`config.mk`:
```
export PLATFORM = sky130hd
export DESIGN_NAME = cbs_cpu_glue
export DESIGN_NICKNAME = d
export VERILOG_FILES = /design/src/design/cbs_pkg.sv /design/src/design/cbs_cpu_glue.sv
export SDC_FILE = /design/constraint.sdc
export NUM_CORES = 1
export LEC_CHECK = 0
export BUFFER_PORTS_ARGS = -buffer_cell sky130_fd_sc_hd__buf_2
export CAP_MARGIN = 20
export CORE_MARGIN = 10
export CORE_UTILIZATION = 46
export DETAILED_ROUTE_END_ITERATION = 10
export GPL_ROUTABILITY_DRIVEN = 0
export GPL_TIMING_DRIVEN = 0
export PLACE_DENSITY = 0.68
export SETUP_SLACK_MARGIN = 0.4
export SLEW_MARGIN = 20
export SYNTH_ARGS = -nofsm -noshare
export SYNTH_HDL_FRONTEND = slang
export SYNTH_SLANG_ARGS = --single-unit
```
`constraint.sdc`:
```
create_clock -name clk -period 5.38 [get_ports clk]
set_clock_uncertainty 0.2 [all_clocks]
set_input_delay 0.538 -clock clk [delete_from_list [all_inputs] [get_ports clk]]
set_output_delay 0.538 -clock clk [all_outputs]
set_load 0.02 [all_outputs]
```
`src/design/cbs_pkg.sv`:
```
package cbs_pkg;

    // ==========================================================
    // Widths
    localparam int ADDR_W   = 16;
    localparam int DATA_W   = 8;
    localparam int STAT_W   = 8;
    localparam int CNT_W    = 24;
    localparam int TICK_BIT = 13;
    localparam int SW_W     = 16;

    // ==========================================================
    // Timing
    localparam int CLK_MHZ      = 100;
    localparam int PHI_MHZ      = 2;
    localparam int POC_MS       = 100;
    localparam int RESET_US     = 33;
    localparam int PHI_HALF_CYC = CLK_MHZ / (PHI_MHZ * 2);
    localparam int POC_CYC      = POC_MS * 1000 * CLK_MHZ;
    localparam int RESET_CYC    = RESET_US * CLK_MHZ;
    localparam int PHI_CNT_W    = 6;
    localparam int POC_CNT_W    = 24;
    localparam int RST_CNT_W    = 12;

    // ==========================================================
    // Bus carrier
    typedef struct packed {
        logic [ADDR_W-1:0] addr;
        logic [STAT_W-1:0] status;
        logic [DATA_W-1:0] data_out;
    } cbs_sysbus_t;

    typedef enum logic [1:0] {
        CBS_SEL_NONE,
        CBS_SEL_BUS,
        CBS_SEL_PANEL
    } cbs_sel_t;

endpackage : cbs_pkg

```
`src/design/cbs_cpu_glue.sv`:
```
module cbs_cpu_glue
    import cbs_pkg::*;
#(
    parameter int POC_CYCLES = POC_CYC
) (
    // Clock and reset
    input  wire logic              clk,
    input  wire logic              resetn,
    // Processor side
    input  wire logic [ADDR_W-1:0] cpu_addr,
    input  wire logic [STAT_W-1:0] cpu_status,
    input  wire logic              cpu_status_valid,
    input  wire logic [DATA_W-1:0] cpu_data_o,
    input  wire logic              cpu_data_oe,
    output logic      [DATA_W-1:0] cpu_data_i,
    output logic                   cpu_data_i_oe,
    input  wire logic              data_in_strobe,
    output logic                   cpu_ready,
    output logic                   cpu_reset,
    // System bus
    output cbs_sysbus_t            sysbus,
    output logic      [DATA_W-1:0] bus_data_out,
    input  wire logic [DATA_W-1:0] bus_data_in,
    input  wire logic              bus_ready,
    output logic                   phi1,
    output logic                   phi2,
    output logic                   power_on_clear_n,
    // Front panel
    input  wire logic              panel_bus_control,
    input  wire logic [DATA_W-1:0] panel_data_in,
    input  wire logic [SW_W-1:0]   panel_switch_n,
    input  wire logic              clock_gen_ready_input,
    output logic                   counter_bit13_tick,
    output logic      [SW_W-1:0]   sw_stage2_q,
    output logic                   single_step_en,
    output logic                   run_stopped,
    output logic                   prom_addr_clear
);

    // ==========================================================
    // Input synchronisers (three stages, second and third agree)
    logic [2:0] bc_s_r;
    logic [2:0] rdy_s_r;
    logic [2:0] cgr_s_r;
    logic [2:0] stb_s_r;
    logic       bc_r;
    logic       rdy_r;
    logic       cgr_r;
    logic       stb_r;

    always_ff @(posedge clk) begin
        if (!resetn) begin
            bc_s_r  <= 3'h0;
            rdy_s_r <= 3'h0;
            cgr_s_r <= 3'h0;
            stb_s_r <= 3'h0;
        end else begin
            bc_s_r  <= {bc_s_r[1:0], panel_bus_control};
            rdy_s_r <= {rdy_s_r[1:0], bus_ready};
            cgr_s_r <= {cgr_s_r[1:0], clock_gen_ready_input};
            stb_s_r <= {stb_s_r[1:0], data_in_strobe};
        end
    end

    always_ff @(posedge clk) begin
        if (!resetn) begin
            bc_r  <= 1'b0;
            rdy_r <= 1'b0;
            cgr_r <= 1'b0;
            stb_r <= 1'b0;
        end else begin
            if (bc_s_r[1] == bc_s_r[2])
                bc_r <= bc_s_r[2];
            if (rdy_s_r[1] == rdy_s_r[2])
                rdy_r <= rdy_s_r[2];
            if (cgr_s_r[1] == cgr_s_r[2])
                cgr_r <= cgr_s_r[2];
            if (stb_s_r[1] == stb_s_r[2])
                stb_r <= stb_s_r[2];
        end
    end

    // ==========================================================
    // Power-on clear and processor reset timers
    // Clear must outlast the reset count, or the ready order breaks
    logic [POC_CNT_W-1:0] poc_cnt_r;
    logic [RST_CNT_W-1:0] rst_cnt_r;
    logic                 poc_active_r;
    logic                 rst_active_r;

    always_ff @(posedge clk) begin
        if (!resetn) begin
            poc_cnt_r    <= '0;
            poc_active_r <= 1'b1;
        end else if (poc_active_r) begin
            if (poc_cnt_r == POC_CNT_W'(POC_CYCLES - 1))
                poc_active_r <= 1'b0;
            else
                poc_cnt_r <= poc_cnt_r + 1'b1;
        end
    end

    always_ff @(posedge clk) begin
        if (!resetn) begin
            rst_cnt_r    <= '0;
            rst_active_r <= 1'b1;
        end else if (rst_active_r) begin
            if (rst_cnt_r == RST_CNT_W'(RESET_CYC - 1))
                rst_active_r <= 1'b0;
            else
                rst_cnt_r <= rst_cnt_r + 1'b1;
        end
    end

    always_ff @(posedge clk) begin
        if (!resetn) begin
            power_on_clear_n <= 1'b0;
            cpu_reset        <= 1'b1;
        end else begin
            power_on_clear_n <= !poc_active_r;
            cpu_reset        <= rst_active_r;
        end
    end

    // ==========================================================
    // Two-phase clock, phi1 then phi2, never overlapping
    logic [PHI_CNT_W-1:0] phi_cnt_r;
    logic                 phase_r;
    logic                 phase_end;
    logic                 phi2_rise;

    assign phase_end = (phi_cnt_r == PHI_CNT_W'(PHI_HALF_CYC - 1));
    assign phi2_rise = phase_end && !phase_r;

    always_ff @(posedge clk) begin
        if (!resetn) begin
            phi_cnt_r <= '0;
            phase_r   <= 1'b0;
        end else if (phase_end) begin
            phi_cnt_r <= '0;
            phase_r   <= !phase_r;
        end else begin
            phi_cnt_r <= phi_cnt_r + 1'b1;
        end
    end

    // One-cycle gap keeps the phases apart
    always_ff @(posedge clk) begin
        if (!resetn) begin
            phi1 <= 1'b0;
            phi2 <= 1'b0;
        end else begin
            phi1 <= !phase_r && !phase_end;
            phi2 <= phase_r && !phase_end;
        end
    end

    // ==========================================================
    // Panel counter on phase two, bit-13 tick
    logic [CNT_W-1:0] div_cnt_r;
    logic             tick;

    // Carry into bit 13 while it is low: one tick per bit-13 period
    assign tick = phi2_rise && !div_cnt_r[TICK_BIT] && (div_cnt_r[TICK_BIT-1:0] == '1);

    always_ff @(posedge clk) begin
        if (!resetn)
            div_cnt_r <= '0;
        else if (phi2_rise)
            div_cnt_r <= div_cnt_r + 1'b1;
    end

    always_ff @(posedge clk) begin
        if (!resetn)
            counter_bit13_tick <= 1'b0;
        else
            counter_bit13_tick <= div_cnt_r[TICK_BIT];
    end

    // ==========================================================
    // Two-stage switch latches, clocked on the bit-13 rising edge
    logic [SW_W-1:0] sw_sync0_r;
    logic [SW_W-1:0] sw_sync1_r;
    logic [SW_W-1:0] sw_sync2_r;
    logic [SW_W-1:0] sw_filt_r;
    logic [SW_W-1:0] sw_stage1_qn_r;

    // Slow tick also debounces the switches
    generate
        for (genvar i = 0; i < SW_W; i++) begin : g_sw
            // Released switches read high, so the chain rests at one
            always_ff @(posedge clk) begin
                if (!resetn) begin
                    sw_sync0_r[i] <= 1'b1;
                    sw_sync1_r[i] <= 1'b1;
                    sw_sync2_r[i] <= 1'b1;
                end else begin
                    sw_sync0_r[i] <= panel_switch_n[i];
                    sw_sync1_r[i] <= sw_sync0_r[i];
                    sw_sync2_r[i] <= sw_sync1_r[i];
                end
            end

            always_ff @(posedge clk) begin
                if (!resetn)
                    sw_filt_r[i] <= 1'b1;
                else if (sw_sync1_r[i] == sw_sync2_r[i])
                    sw_filt_r[i] <= sw_sync2_r[i];
            end

            always_ff @(posedge clk) begin
                if (!resetn)
                    sw_stage1_qn_r[i] <= 1'b1;
                else if (tick)
                    sw_stage1_qn_r[i] <= !sw_filt_r[i];
            end

            always_ff @(posedge clk) begin
                if (!resetn)
                    sw_stage2_q[i] <= 1'b0;
                else if (tick)
                    sw_stage2_q[i] <= sw_stage1_qn_r[i];
            end
        end
    endgenerate

    // ==========================================================
    // Panel control flip-flops under power-on clear
    always_ff @(posedge clk) begin
        if (!resetn)
            prom_addr_clear <= 1'b1;
        else
            prom_addr_clear <= poc_active_r;
    end

    // Nothing here sets single step, so clear is its only writer
    always_ff @(posedge clk) begin
        if (!resetn)
            single_step_en <= 1'b0;
        else if (poc_active_r)
            single_step_en <= 1'b0;
    end

    // Clear presets stopped and masks the run input until it ends
    always_ff @(posedge clk) begin
        if (!resetn)
            run_stopped <= 1'b1;
        else if (poc_active_r)
            run_stopped <= 1'b1;
        else if (cgr_r)
            run_stopped <= 1'b0;
    end

    // ==========================================================
    // Processor ready
    // Bus wait reaches ready a few cycles late through the synchroniser
    always_ff @(posedge clk) begin
        if (!resetn)
            cpu_ready <= 1'b0;
        else if (rst_active_r || poc_active_r)
            cpu_ready <= 1'b0;
        else
            cpu_ready <= cgr_r && rdy_r;
    end

    // ==========================================================
    // Outbound system bus
    always_ff @(posedge clk) begin
        if (!resetn) begin
            sysbus       <= '0;
            bus_data_out <= '0;
        end else begin
            sysbus.addr <= cpu_addr;
            if (cpu_status_valid)
                sysbus.status <= cpu_status;
            if (cpu_data_oe) begin
                sysbus.data_out <= cpu_data_o;
                bus_data_out    <= cpu_data_o;
            end
        end
    end

    // ==========================================================
    // Inbound data selection, one source at a time
    // Data words skip the synchroniser; they settle before the strobe
    cbs_sel_t sel_nxt;

    always_comb begin
        sel_nxt = CBS_SEL_NONE;
        if (stb_r && !cpu_data_oe) begin
            if (bc_r)
                sel_nxt = CBS_SEL_PANEL;
            else
                sel_nxt = CBS_SEL_BUS;
        end
    end

    always_ff @(posedge clk) begin
        if (!resetn) begin
            cpu_data_i    <= '0;
            cpu_data_i_oe <= 1'b0;
        end else begin
            case (sel_nxt)
                CBS_SEL_BUS: begin
                    cpu_data_i    <= bus_data_in;
                    cpu_data_i_oe <= 1'b1;
                end
                CBS_SEL_PANEL: begin
                    cpu_data_i    <= panel_data_in;
                    cpu_data_i_oe <= 1'b1;
                end
                default: begin
                    cpu_data_i    <= '0;
                    cpu_data_i_oe <= 1'b0;
                end
            endcase
        end
    end

endmodule : cbs_cpu_glue

```
==> reports/metrics.cfg, run 1 <==
[place]
io_buffers=141
dpl.cell_count=1142
hpwl_um=11820
place_area_um2=8692

[sta]
setup_viol=0
worstMarginPinSlew_ps=659.0
slew-limit-headroom_pct=56.06
finalCriticalPeriod_ps=2244
hold_viol=0
maxSlewViolCount=0
fmax_mhz=445.7
fin_crit_sh_pct=41.70
tns_ps=0
rsz0062_at_grt=false

[synth]
avgSynthCellArea_um2=9.873
async_reset_ff_share_pct=0
synthCells=781
synth_mux_area_share_pct=3.375
ys_warn_count=0
yosys.area.top_type_share_pct=57.12
synth_top_family_by_area=simple AND/OR/NAND/NOR gates
ys_top_cells_by_count=220 x dfxtp_1, 87 x nor2_1, 51 x nand2b_1
synthAdderAreaFrac_pct=0.8113
synth_compound_area_share_pct=7.626
synthTopCellsByArea=dfxtp_1 57%, nor2_1 4.2%, nand2b_1 4.1%
synth_flop_cell=dfxtp_1
syn-cell-area_um2=7711
yosysSeqAreaShare_pct=57.12
synth_nets=858
synth.distinct_cells=48
yosys.cell_count.top_type=dfxtp_1
synth-edff-count=0
synth.largest_area_cell=dfxtp_1
synthSimpleGateAreaFrac_pct=22.76
synth-seq-cells=220
yosys.area_share.xor_xnor_pct=4.430

[critical_path]
critPathArrivalTime_ps=2420
r2r_start=phi_cnt_r[0]
crit_required_ps=5550
regToRegEndpoint=sw_stage2_q[6]
crit_type=flip-flop to flip-flop
startpoint_type=flip-flop
rrSetupSlack_ps=3140
reg2regPathDepth=8
crit_path_max_fanout=10
end_kind=flip-flop

[floorplan]
die_height_um=149.5
fp.dieW_um=149.5
start_util_pct=46.66
dieArea_um2=22340
rows=47
io_pins=146
core_um2=16520

[min_path]
hold_class=primary input to flip-flop
hold_end=sw_sync0_r[9]
hold_start=panel_switch_n[9]
hold_path_depth=2

[grt]
grt_pass1_wl_um=27160
grt_use_total_pct=14.45
gr-total-overflow=0
grt_max_degree=14
antenna_found_initial=0
grt_pass1_vias=5497

[clock_tree]
cts.sinks=220
clk_latency_ps=500
clockRootBuffer=clkbuf_16
post_cts_buffers=0
htreeDepth=1
numCtsBuffers=23
cts_tree=done
cts.repair.resized=0
clk_pin_slew_ps=60
cts_buffer_depth=3

[run_status]
status=finished, final reports clean

[routing]
wl_um=16620
vias=5740
first_pass_iters=4
vias_per_cell=4.836
route.detailed.drc=0
wire_per_inst_um=14.00
antenna_left=0
drt_iter0_drc=303

[run]
drv_cap=0

[power]
p_int_mw=2.651
irDropWorstVdd_v=0.0002117
p_sw_share_pct=21.29
leakagePower_nw=3.889
p_clk_share_pct=45.3
seq_power_share_pct=50.1
powerDensity_nw_per_um2=355.5
combPwrFrac_pct=4.7
total_power_mw=3.369
p_switching_mw=0.7174

[cells_and_area]
nets=1028
final_cells=1187
final_util_pct=57.35
antenna_cells=0
final_design_area_no_fill_um2=9477
syn2layout_area_growth_pct=22.89
drive_above_1_share_pct=21.41
nFillCells=1468

-- registers in the layout, summed over array words and instances (netlist names), 6 cells and up --
register,flops
sysbus,32
sw_sync0_r,16
phi_cnt_r,6
cpu_data_i,8
sw_stage1_qn_r,16
sw_filt_r,16
div_cnt_r,14
sw_sync1_r,16
rst_cnt_r,12
sw_stage2_q,16
poc_cnt_r,24
sw_sync2_r,16
-- metal layers --
| metal | vias up | global-route usage [%] | wire, um |
|---|---|---|---|
| met5 | - | 0 | 0 |
| met4 | 0 | 4.171 | 304 |
| met3 | 23 | 4.167 | 1392 |
| met2 | 153 | 23.23 | 7312 |
| met1 | 2602 | 18.49 | 7611 |
| li1 | 2962 | - | - |
-- power groups by stage --
stage	logic, mW	registers (mW)	clock network (mW)
4_1_cts	0.161	1.69	1.57
5_1_grt	0.175	1.69	1.63
3_3_place_gp	0.156	1.72	0
3_5_place_dp	0.158	1.72	0
2_1_floorplan	0.0771	1.74	0
6_report	0.158	1.69	1.52
-- logic make-up after synthesis --
logic type,Yosys count
buffers and inverters,60
xor gates and xnor gates,39
other,1
and+or+nand+nor,330
adders and majority gates,5
AOI/OAI and AO/OA,100
muxes,26
DFF,220
-- how the worst max path moves through the flow --
| stage | from | endpoint | cells after the start |
|---|---|---|---|
| after floorplan | poc_cnt_r[0] | poc_cnt_r[14] | 6 |
| after global placement | resetn | phi_cnt_r[2] | 5 |
| after detailed placement | resetn | phi_cnt_r[2] | 5 |
| after CTS | phi_cnt_r[0] | sw_stage2_q[6] | 8 |
| after global routing | poc_cnt_r[0] | poc_cnt_r[14] | 6 |
| final | phi_cnt_r[0] | sw_stage2_q[6] | 8 |
-- layout make-up --
| cell class | count | area, um2 | share of cell area, % |
|---|---|---|---|
| inverter | 12 | 45.04 | 0.4753 |
| clock inverter | 8 | 71.32 | 0.7526 |
| clock buffer | 33 | 673.1 | 7.103 |
| timing repair buffer | 145 | 745.7 | 7.869 |
| sequential | 220 | 4404 | 46.47 |
| tap | 220 | 275.3 | 2.905 |
| buffer | 48 | 250.2 | 2.641 |
| multi-input combinational | 501 | 3012 | 31.78 |
-- worst max-delay path, stage by stage (launching register included) --
cell and delay [ps]:
dfxtp_1 330, inv_1 60, ha_1 130, inv_1 90
nor4_4 430, and4bb_1 290, buf_4 190, clkbuf_2 250
o21ai_0 140
-- cells in the final DEF, fill, tap and decap left out, drive strengths merged, types with 6 or more instances in the layout --
| master | synthesis | final |
|---|---|---|
| nor3 | 23 | 23 |
| inv | 12 | 13 |
| dfxtp | 220 | 220 |
| and4 | 6 | 6 |
| nand2 | 47 | 47 |
| a31oi | 16 | 16 |
| xor2 | 22 | 22 |
| clkbuf | 26 | 59 |
| nor4 | 6 | 6 |
| nor2 | 87 | 87 |
| xnor2 | 17 | 17 |
| nand4 | 9 | 9 |
| o21ai | 44 | 44 |
| nand3 | 38 | 38 |
| buf | 22 | 163 |
| a21oi | 27 | 27 |
| and2 | 34 | 34 |
| mux2i | 26 | 26 |
| and3 | 9 | 9 |
| nand2b | 51 | 51 |
-- repair_timing --
action / 4_1_cts / 5_1_grt
hold buffers: 4 / 0
hold endpoints to repair: 4 / 0
setup endpoints to repair: 0 / 0
-- through the flow --
stage | hold slack (ps) | setup WS (ps)
CTS | 0.03364 | 3118
global placement | 188.7 | 2776
detailed placement | 190.9 | 2719
finish | 15.06 | 3136
floorplan | 186.3 | 3475
global route | 6.033 | 2992
Power figures use the tool's default switching activity.
==> run 2, diff against run 1 <==
Settings changed: PLACE_DENSITY 0.68 to 0.71.
Clock period 5.38 ns to 1.8 ns, I/O delays scaled along.
==> run 2 against run 1 <==
Effect of this change:
- worst setup slack got worse by 3300 ps
- sequential share of layout area fell by 7.6 points
- wire length rose by 25%
- critical endpoint is now sw_stage1_qn_r[1]
- the flow now finishes with violations (negative setup slack)
- via count rose by 11%
- flip-flop and latch count did not move
- critical path depth did not move
- first-iteration DRC count rose by 0.66%
- clock power rose to 3.3 times the previous value
- clock-buffer cell count did not move
- register-to-register slack got worse by 3300 ps
- power rose to 3.2 times the previous value
==> reports/metrics.cfg, run 2 (synthesis gave the netlist of run 1 again) <==
[cells_and_area]
final_design_area_no_fill_um2=11570  ; +22%
final_util_pct=70.05  ; +13 points
drive_above_1_share_pct=37.70  ; +16 points
reg_top3=sysbus x32, poc_cnt_r x24
largest_reg_flops=32  ; unchanged
antenna_cells=0  ; unchanged
final_cell_mix=166 x dfxtp_1, 105 x buf_2, 86 x nor2_1
nets=1139  ; +11%
syn2layout_area_growth_pct=50.11
largest-register=sysbus
final_cells=1297  ; +9.3%
mostFrequentLayoutCell=dfxtp_1

[routing]
first_pass_iters=5  ; +1
antenna_left=0  ; unchanged
wl_um=20750  ; +25%
wire_per_inst_um=16.00  ; +14%
vias=6390  ; +11%
route.detailed.drc=0  ; unchanged
drt_iter0_drc=305  ; +0.66%
vias_per_cell=4.927  ; +1.9%

[sta]
slew-limit-headroom_pct=53.04  ; -3.0 points
worstMarginPinSlew_ps=704.4  ; +45.38 ps
rsz0062_at_grt=true
fmax_mhz=507.7  ; +14%
fin_crit_sh_pct=109.4  ; +68 points
tns_ps=-5397  ; -5397 ps
maxSlewViolCount=0  ; unchanged
hold_slack_ps=34.91  ; +19.85 ps
setup_ws_ps=-169.8  ; -3306 ps
finalCriticalPeriod_ps=1970  ; -273.7 ps
setup_viol=54  ; +54
hold_viol=0  ; unchanged

[clock_tree]
clockRootBuffer=clkbuf_16
htreeDepth=1  ; unchanged
clk_pin_slew_ps=60  ; about the same
numCtsBuffers=23  ; unchanged
cts_tree=done
cts_buffer_depth=3  ; unchanged
clk_latency_ps=500  ; about the same
cts.sinks=220  ; unchanged

[critical_path]
worstPathCellList=nand4bb_4 -> nor4_4 -> and4bb_1 -> buf_6 -> buf_12 -> buf_12 -> nor3_2 -> a31oi_1
slowest_stage=dfxtp_2
crit_type=flip-flop to flip-flop
regToRegEndpoint=sw_stage1_qn_r[1]
end_kind=flip-flop
reg2regPathDepth=8  ; unchanged
critPathArrivalTime_ps=2190  ; -230 ps
crit_family=simple AND/OR/NAND/NOR gates
slowest_delay_ps=320  ; -110 ps
crit_top_cell=buf_12
path_buf_inv=3  ; -1
rrSetupSlack_ps=-170  ; -3310 ps
startpoint_type=flip-flop
r2r_start=phi_cnt_r[5]
crit_required_ps=2020  ; -3530 ps
crit_path_max_fanout=10  ; unchanged

[place]
io_buffers=141  ; unchanged
dpl.cell_count=1142  ; unchanged
dp_slack_ps=-489.6  ; -3208 ps
place_area_um2=9015  ; +3.7%
hpwl_um=12180  ; +3.1%

[grt]
grt_max_degree=15  ; +1
antenna_found_initial=0  ; unchanged
grt_pass1_wl_um=32680  ; +20%
grt_use_total_pct=17.49  ; +3.0 points
busiest_layer=met2
grt_pass1_vias=6490  ; +18%
gr-total-overflow=0  ; unchanged
met3_usage_pct=4.106  ; -0.060 points
use_met1_pct=21.06  ; +2.6 points
met2_usage_pct=30.45  ; +7.2 points

[power]
p_switching_mw=2.269  ; +220%
total_power_mw=10.83  ; +220%
powerDensity_nw_per_um2=935.4  ; +160%
combPwrFrac_pct=6.4  ; +1.7 points
p_sw_share_pct=20.96  ; -0.33 points
leakagePower_nw=4.725  ; +21%
irDropWorstVdd_v=0.0007753  ; +270%
p_clk_share_pct=47.0  ; +1.7 points
seq_power_share_pct=46.6  ; -3.5 points
p_int_mw=8.558  ; +220%

[min_path]
hold_start=cpu_status_valid
hold_end=sysbus[14]
hold_class=primary input to flip-flop
hold_path_depth=3  ; +1

[floorplan]
core_um2=16520  ; unchanged
io_pins=146  ; unchanged
dieArea_um2=22340  ; unchanged
start_util_pct=46.66  ; unchanged
die_height_um=149.5  ; unchanged
fp.dieW_um=149.5  ; unchanged
rows=47  ; unchanged

[run]
drv_cap=0  ; unchanged

[run_status]
status=finished with violations
violations=negative setup slack

==> run 2: changes by cell type in the layout (fill, tap and decap cells not counted), moves of 14 or more <==
cell	delta
buf_2	-40
dfxtp_2	+42
nand3_1	-25
nor3_2	+14
dfxtp_1	-54
buf_6	+48
buf_4	+35
nor3_1	-20
nand3_2	+24
dlygate4sd3_1	+64
o21ai_0	-21
==> run 2: how the worst max path moves through the flow <==
stage / start / endpoint / slack (ps) / cells past startpoint
finish: phi_cnt_r[5] / sw_stage1_qn_r[1] / -170 / 8
global route: phi_cnt_r[5] / sw_stage1_qn_r[1] / -250 / 8
CTS: phi_cnt_r[2] / sw_stage1_qn_r[9] / -170 / 8
detailed placement: resetn / sw_stage2_q[10] / -490 / 5
global placement: resetn / sw_stage2_q[8] / -500 / 5
floorplan: poc_cnt_r[0] / poc_cnt_r[14] / -70 / 6
==> run 2: per-layer routing <==
layer / wire (um) / vias to the layer above / share of wire, %
met5: 0 / - / 0
met4: 393 / 0 / 1.9
met3: 1126 / 35 / 5.4
li1: - / 3193 / -
met2: 10450 / 147 / 50
met1: 8774 / 3015 / 42
==> run 2: worst min-delay path: stages <==
cell and delay, ps:
clkbuf_1 260, mux2i_1 190, nor2_1 70
==> run 2: cell type report <==
type	count	area, um2
Clock inverter	7	160.2
Tap cell	220	275.3
Timing Repair Buffer	255	2011
Sequential cell	220	4502
Multi-Input combinational cell	502	3577
Fill cell	1150	4950
Buffer	48	351.6
Clock buffer	33	653.1
Inverter	12	45.04
==> run 2: what timing repair did <==
item	in CTS	in global routing
gates resized for setup	113	104
cloned	3	0
endpoints found under the setup margin	152	146
setup buffers	35	9
hold endpoints to repair	60	0
hold buffers	68	0
pin swaps	41	30
==> run 2: power groups by stage <==
stage | combinational [mW] | sequential (mW) | clock (mW)
detailed placement | 0.488 | 5.15 | 0
global route | 0.747 | 5.05 | 5.40
CTS | 0.653 | 5.04 | 5.18
floorplan | 0.240 | 5.19 | 0
finish | 0.690 | 5.04 | 5.09
global placement | 0.479 | 5.15 | 0
==> run 3, diff against run 2 <==
Settings changed: PLACE_DENSITY 0.71 to 0.68.
==> run 3 against run 2 <==
Effect of this change:
- the flow still finishes with violations (negative setup slack)
- critical path type unchanged
- largest power group is now sequential cells
- largest cell class unchanged
- core utilization increased by 0.11 points
- register-to-register slack better by 30 ps
- combinational power grew 1%
- final area increased by 0.15%
==> reports/metrics.cfg, run 3 (synthesis gave the netlist of run 1 again) <==
[cells_and_area]
largest_reg_flops=32  ; unchanged
final_cell_mix=169 x dfxtp_1, 107 x buf_2, 82 x nor2_1
antenna_cells=0  ; unchanged
nets=1138  ; -0.088%
mostFrequentLayoutCell=dfxtp_1
final_design_area_no_fill_um2=11590  ; +0.15%
largest-register=sysbus
syn2layout_area_growth_pct=50.33
reg_top3=sysbus x32, poc_cnt_r x24
nFillCells=1158  ; +0.70%
final_util_pct=70.15  ; +0.11 points
drive_above_1_share_pct=38.01  ; +0.31 points

[sta]
fmax_mhz=516.1  ; +1.7%
setup_ws_ps=-137.5  ; +32.34 ps
worstMarginPinSlew_ps=760.2  ; +55.80 ps
finalCriticalPeriod_ps=1938  ; -32.34 ps
fin_crit_sh_pct=107.6  ; -1.8 points
maxSlewViolCount=0  ; unchanged
hold_viol=0  ; unchanged
slew-limit-headroom_pct=49.32  ; -3.7 points
setup_viol=43  ; -20%
rsz0062_at_grt=true

[run_status]
violations=negative setup slack
status=finished with violations

[clock_tree]
numCtsBuffers=23  ; unchanged
cts.sinks=220  ; unchanged
clk_latency_ps=510  ; about the same
cts_buffer_depth=3  ; unchanged
cts_tree=done
clockRootBuffer=clkbuf_16
clk_pin_slew_ps=60  ; about the same
htreeDepth=1  ; unchanged

[floorplan]
io_pins=146  ; unchanged
rows=47  ; unchanged
start_util_pct=46.66  ; unchanged
die_height_um=149.5  ; unchanged
dieArea_um2=22340  ; unchanged
core_um2=16520  ; unchanged
fp.dieW_um=149.5  ; unchanged

[grt]
grt_max_degree=14  ; -1
met3_usage_pct=3.986  ; -0.12 points
antenna_found_initial=0  ; unchanged
met2_usage_pct=29.98  ; -0.47 points
grt_pass1_wl_um=32090  ; -1.8%
gr-total-overflow=0  ; unchanged
grt_pass1_vias=6387  ; -1.6%
busiest_layer=met2
use_met1_pct=20.31  ; -0.75 points
grt_use_total_pct=17.13  ; -0.36 points

[place]
place_area_um2=9015  ; unchanged
io_buffers=141  ; unchanged
hpwl_um=12010  ; -1.4%

[critical_path]
end_kind=flip-flop
crit_required_ps=2030  ; about the same
crit_path_max_fanout=10  ; unchanged
critPathArrivalTime_ps=2170  ; -20 ps
crit_type=flip-flop to flip-flop
startpoint_type=flip-flop

[power]
irDropWorstVdd_v=0.0009903  ; +28%
p_int_mw=8.177  ; -4.5%
p_clk_share_pct=45.2  ; -1.8 points
p_sw_share_pct=21.87  ; +0.91 points
total_power_mw=10.46  ; -3.3%
powerDensity_nw_per_um2=902.7  ; -3.5%
combPwrFrac_pct=6.7  ; +0.3 points
p_switching_mw=2.288  ; +0.83%
leakagePower_nw=4.739  ; +0.30%
seq_power_share_pct=48.1  ; +1.5 points

[routing]
wire_per_inst_um=15.68  ; -2.0%
vias_per_cell=4.929  ; about the same
first_pass_iters=4  ; -1
wl_um=20320  ; -2.1%
vias=6388  ; -0.031%
route.detailed.drc=0  ; unchanged
drt_iter0_drc=316  ; +3.6%
antenna_left=0  ; unchanged

[run]
drv_cap=0  ; unchanged

[min_path]
hold_class=primary input to flip-flop

[run 3: cell types whose count changed in the layout (fill, tap and decap cells not counted), sizes merged]
cell / delta
buf: -2
bufinv: -3
clkbuf: +1
clkinv: +1
clkinvlp: +1
inv: +1
[run 3: critical path: stages (launching register included)]
cell,delay [ps]
dfxtp_4,370
ha_4,140
nand2_4,50
nor4_4,280
and4bb_1,260
buf_6,190
buf_12,160
nor3_2,40
a31oi_1,160
[run 3: per-layer routing]
layer / routed length, um / vias up
met3: 1190 / 41
met4: 565 / 0
met2: 10260 / 148
li1: - / 3196
met1: 8299 / 3003
met5: 0 / -
[run 3: final timing paths]
| path | startpoint | slack (ps) | endpoint | cells after the start |
|---|---|---|---|---|
| min reg2reg | sw_sync0_r[12] | 200 | sw_sync1_r[12] | 1 |
| min | cpu_status_valid | 40 | sysbus[10] | 3 |
| max | div_cnt_r[0] | -140 | sw_stage1_qn_r[0] | 8 |
| max reg2reg | div_cnt_r[0] | -140 | sw_stage1_qn_r[0] | 8 |
[run 3: power by group through the flow]
| stage | clock [mW] | combinational (mW) | sequential, mW |
|---|---|---|---|
| after floorplan | 0 | 0.240 | 5.19 |
| after global placement | 0 | 0.479 | 5.14 |
| after detailed placement | 0 | 0.485 | 5.15 |
| after CTS | 4.80 | 0.647 | 5.04 |
| after global routing | 5.00 | 0.758 | 5.05 |
| final | 4.73 | 0.698 | 5.04 |
[run 3: layout make-up]
cell class / instances / area, um2 / area share (%)
Sequential cell: 220 / 4508 / 38.89
Clock buffer: 33 / 663.1 / 5.720
Clock inverter: 7 / 95.09 / 0.8203
Inverter: 12 / 45.04 / 0.3886
Multi-Input combinational cell: 502 / 3652 / 31.51
Timing Repair Buffer: 254 / 2003 / 17.28
Tap cell: 220 / 275.3 / 2.375
Buffer: 48 / 350.3 / 3.022
[run 3: through the flow]
step	worst slack, ps	instances	TNS (ps)	hold slack [ps]
floorplan	-65.03	781	-1202	81.47
global placement	-407.3	1142	-18740	159.2
detailed placement	-441.7	1142	-21550	163.4
CTS	-139.8	1283	-4115	26.99
global route	-209.2	1296	-7609	62.01
finish	-137.5	1296	-3517	35.37
[run 3: timing repair]
item                                    CTS  global route
endpoints found under the hold margin    60             0
hold buffers                             68             0
cloned                                    2             1
setup buffers                            31            12
pin swaps                                42            41
gates resized for setup                 132           100
endpoints found under the setup margin  140           117
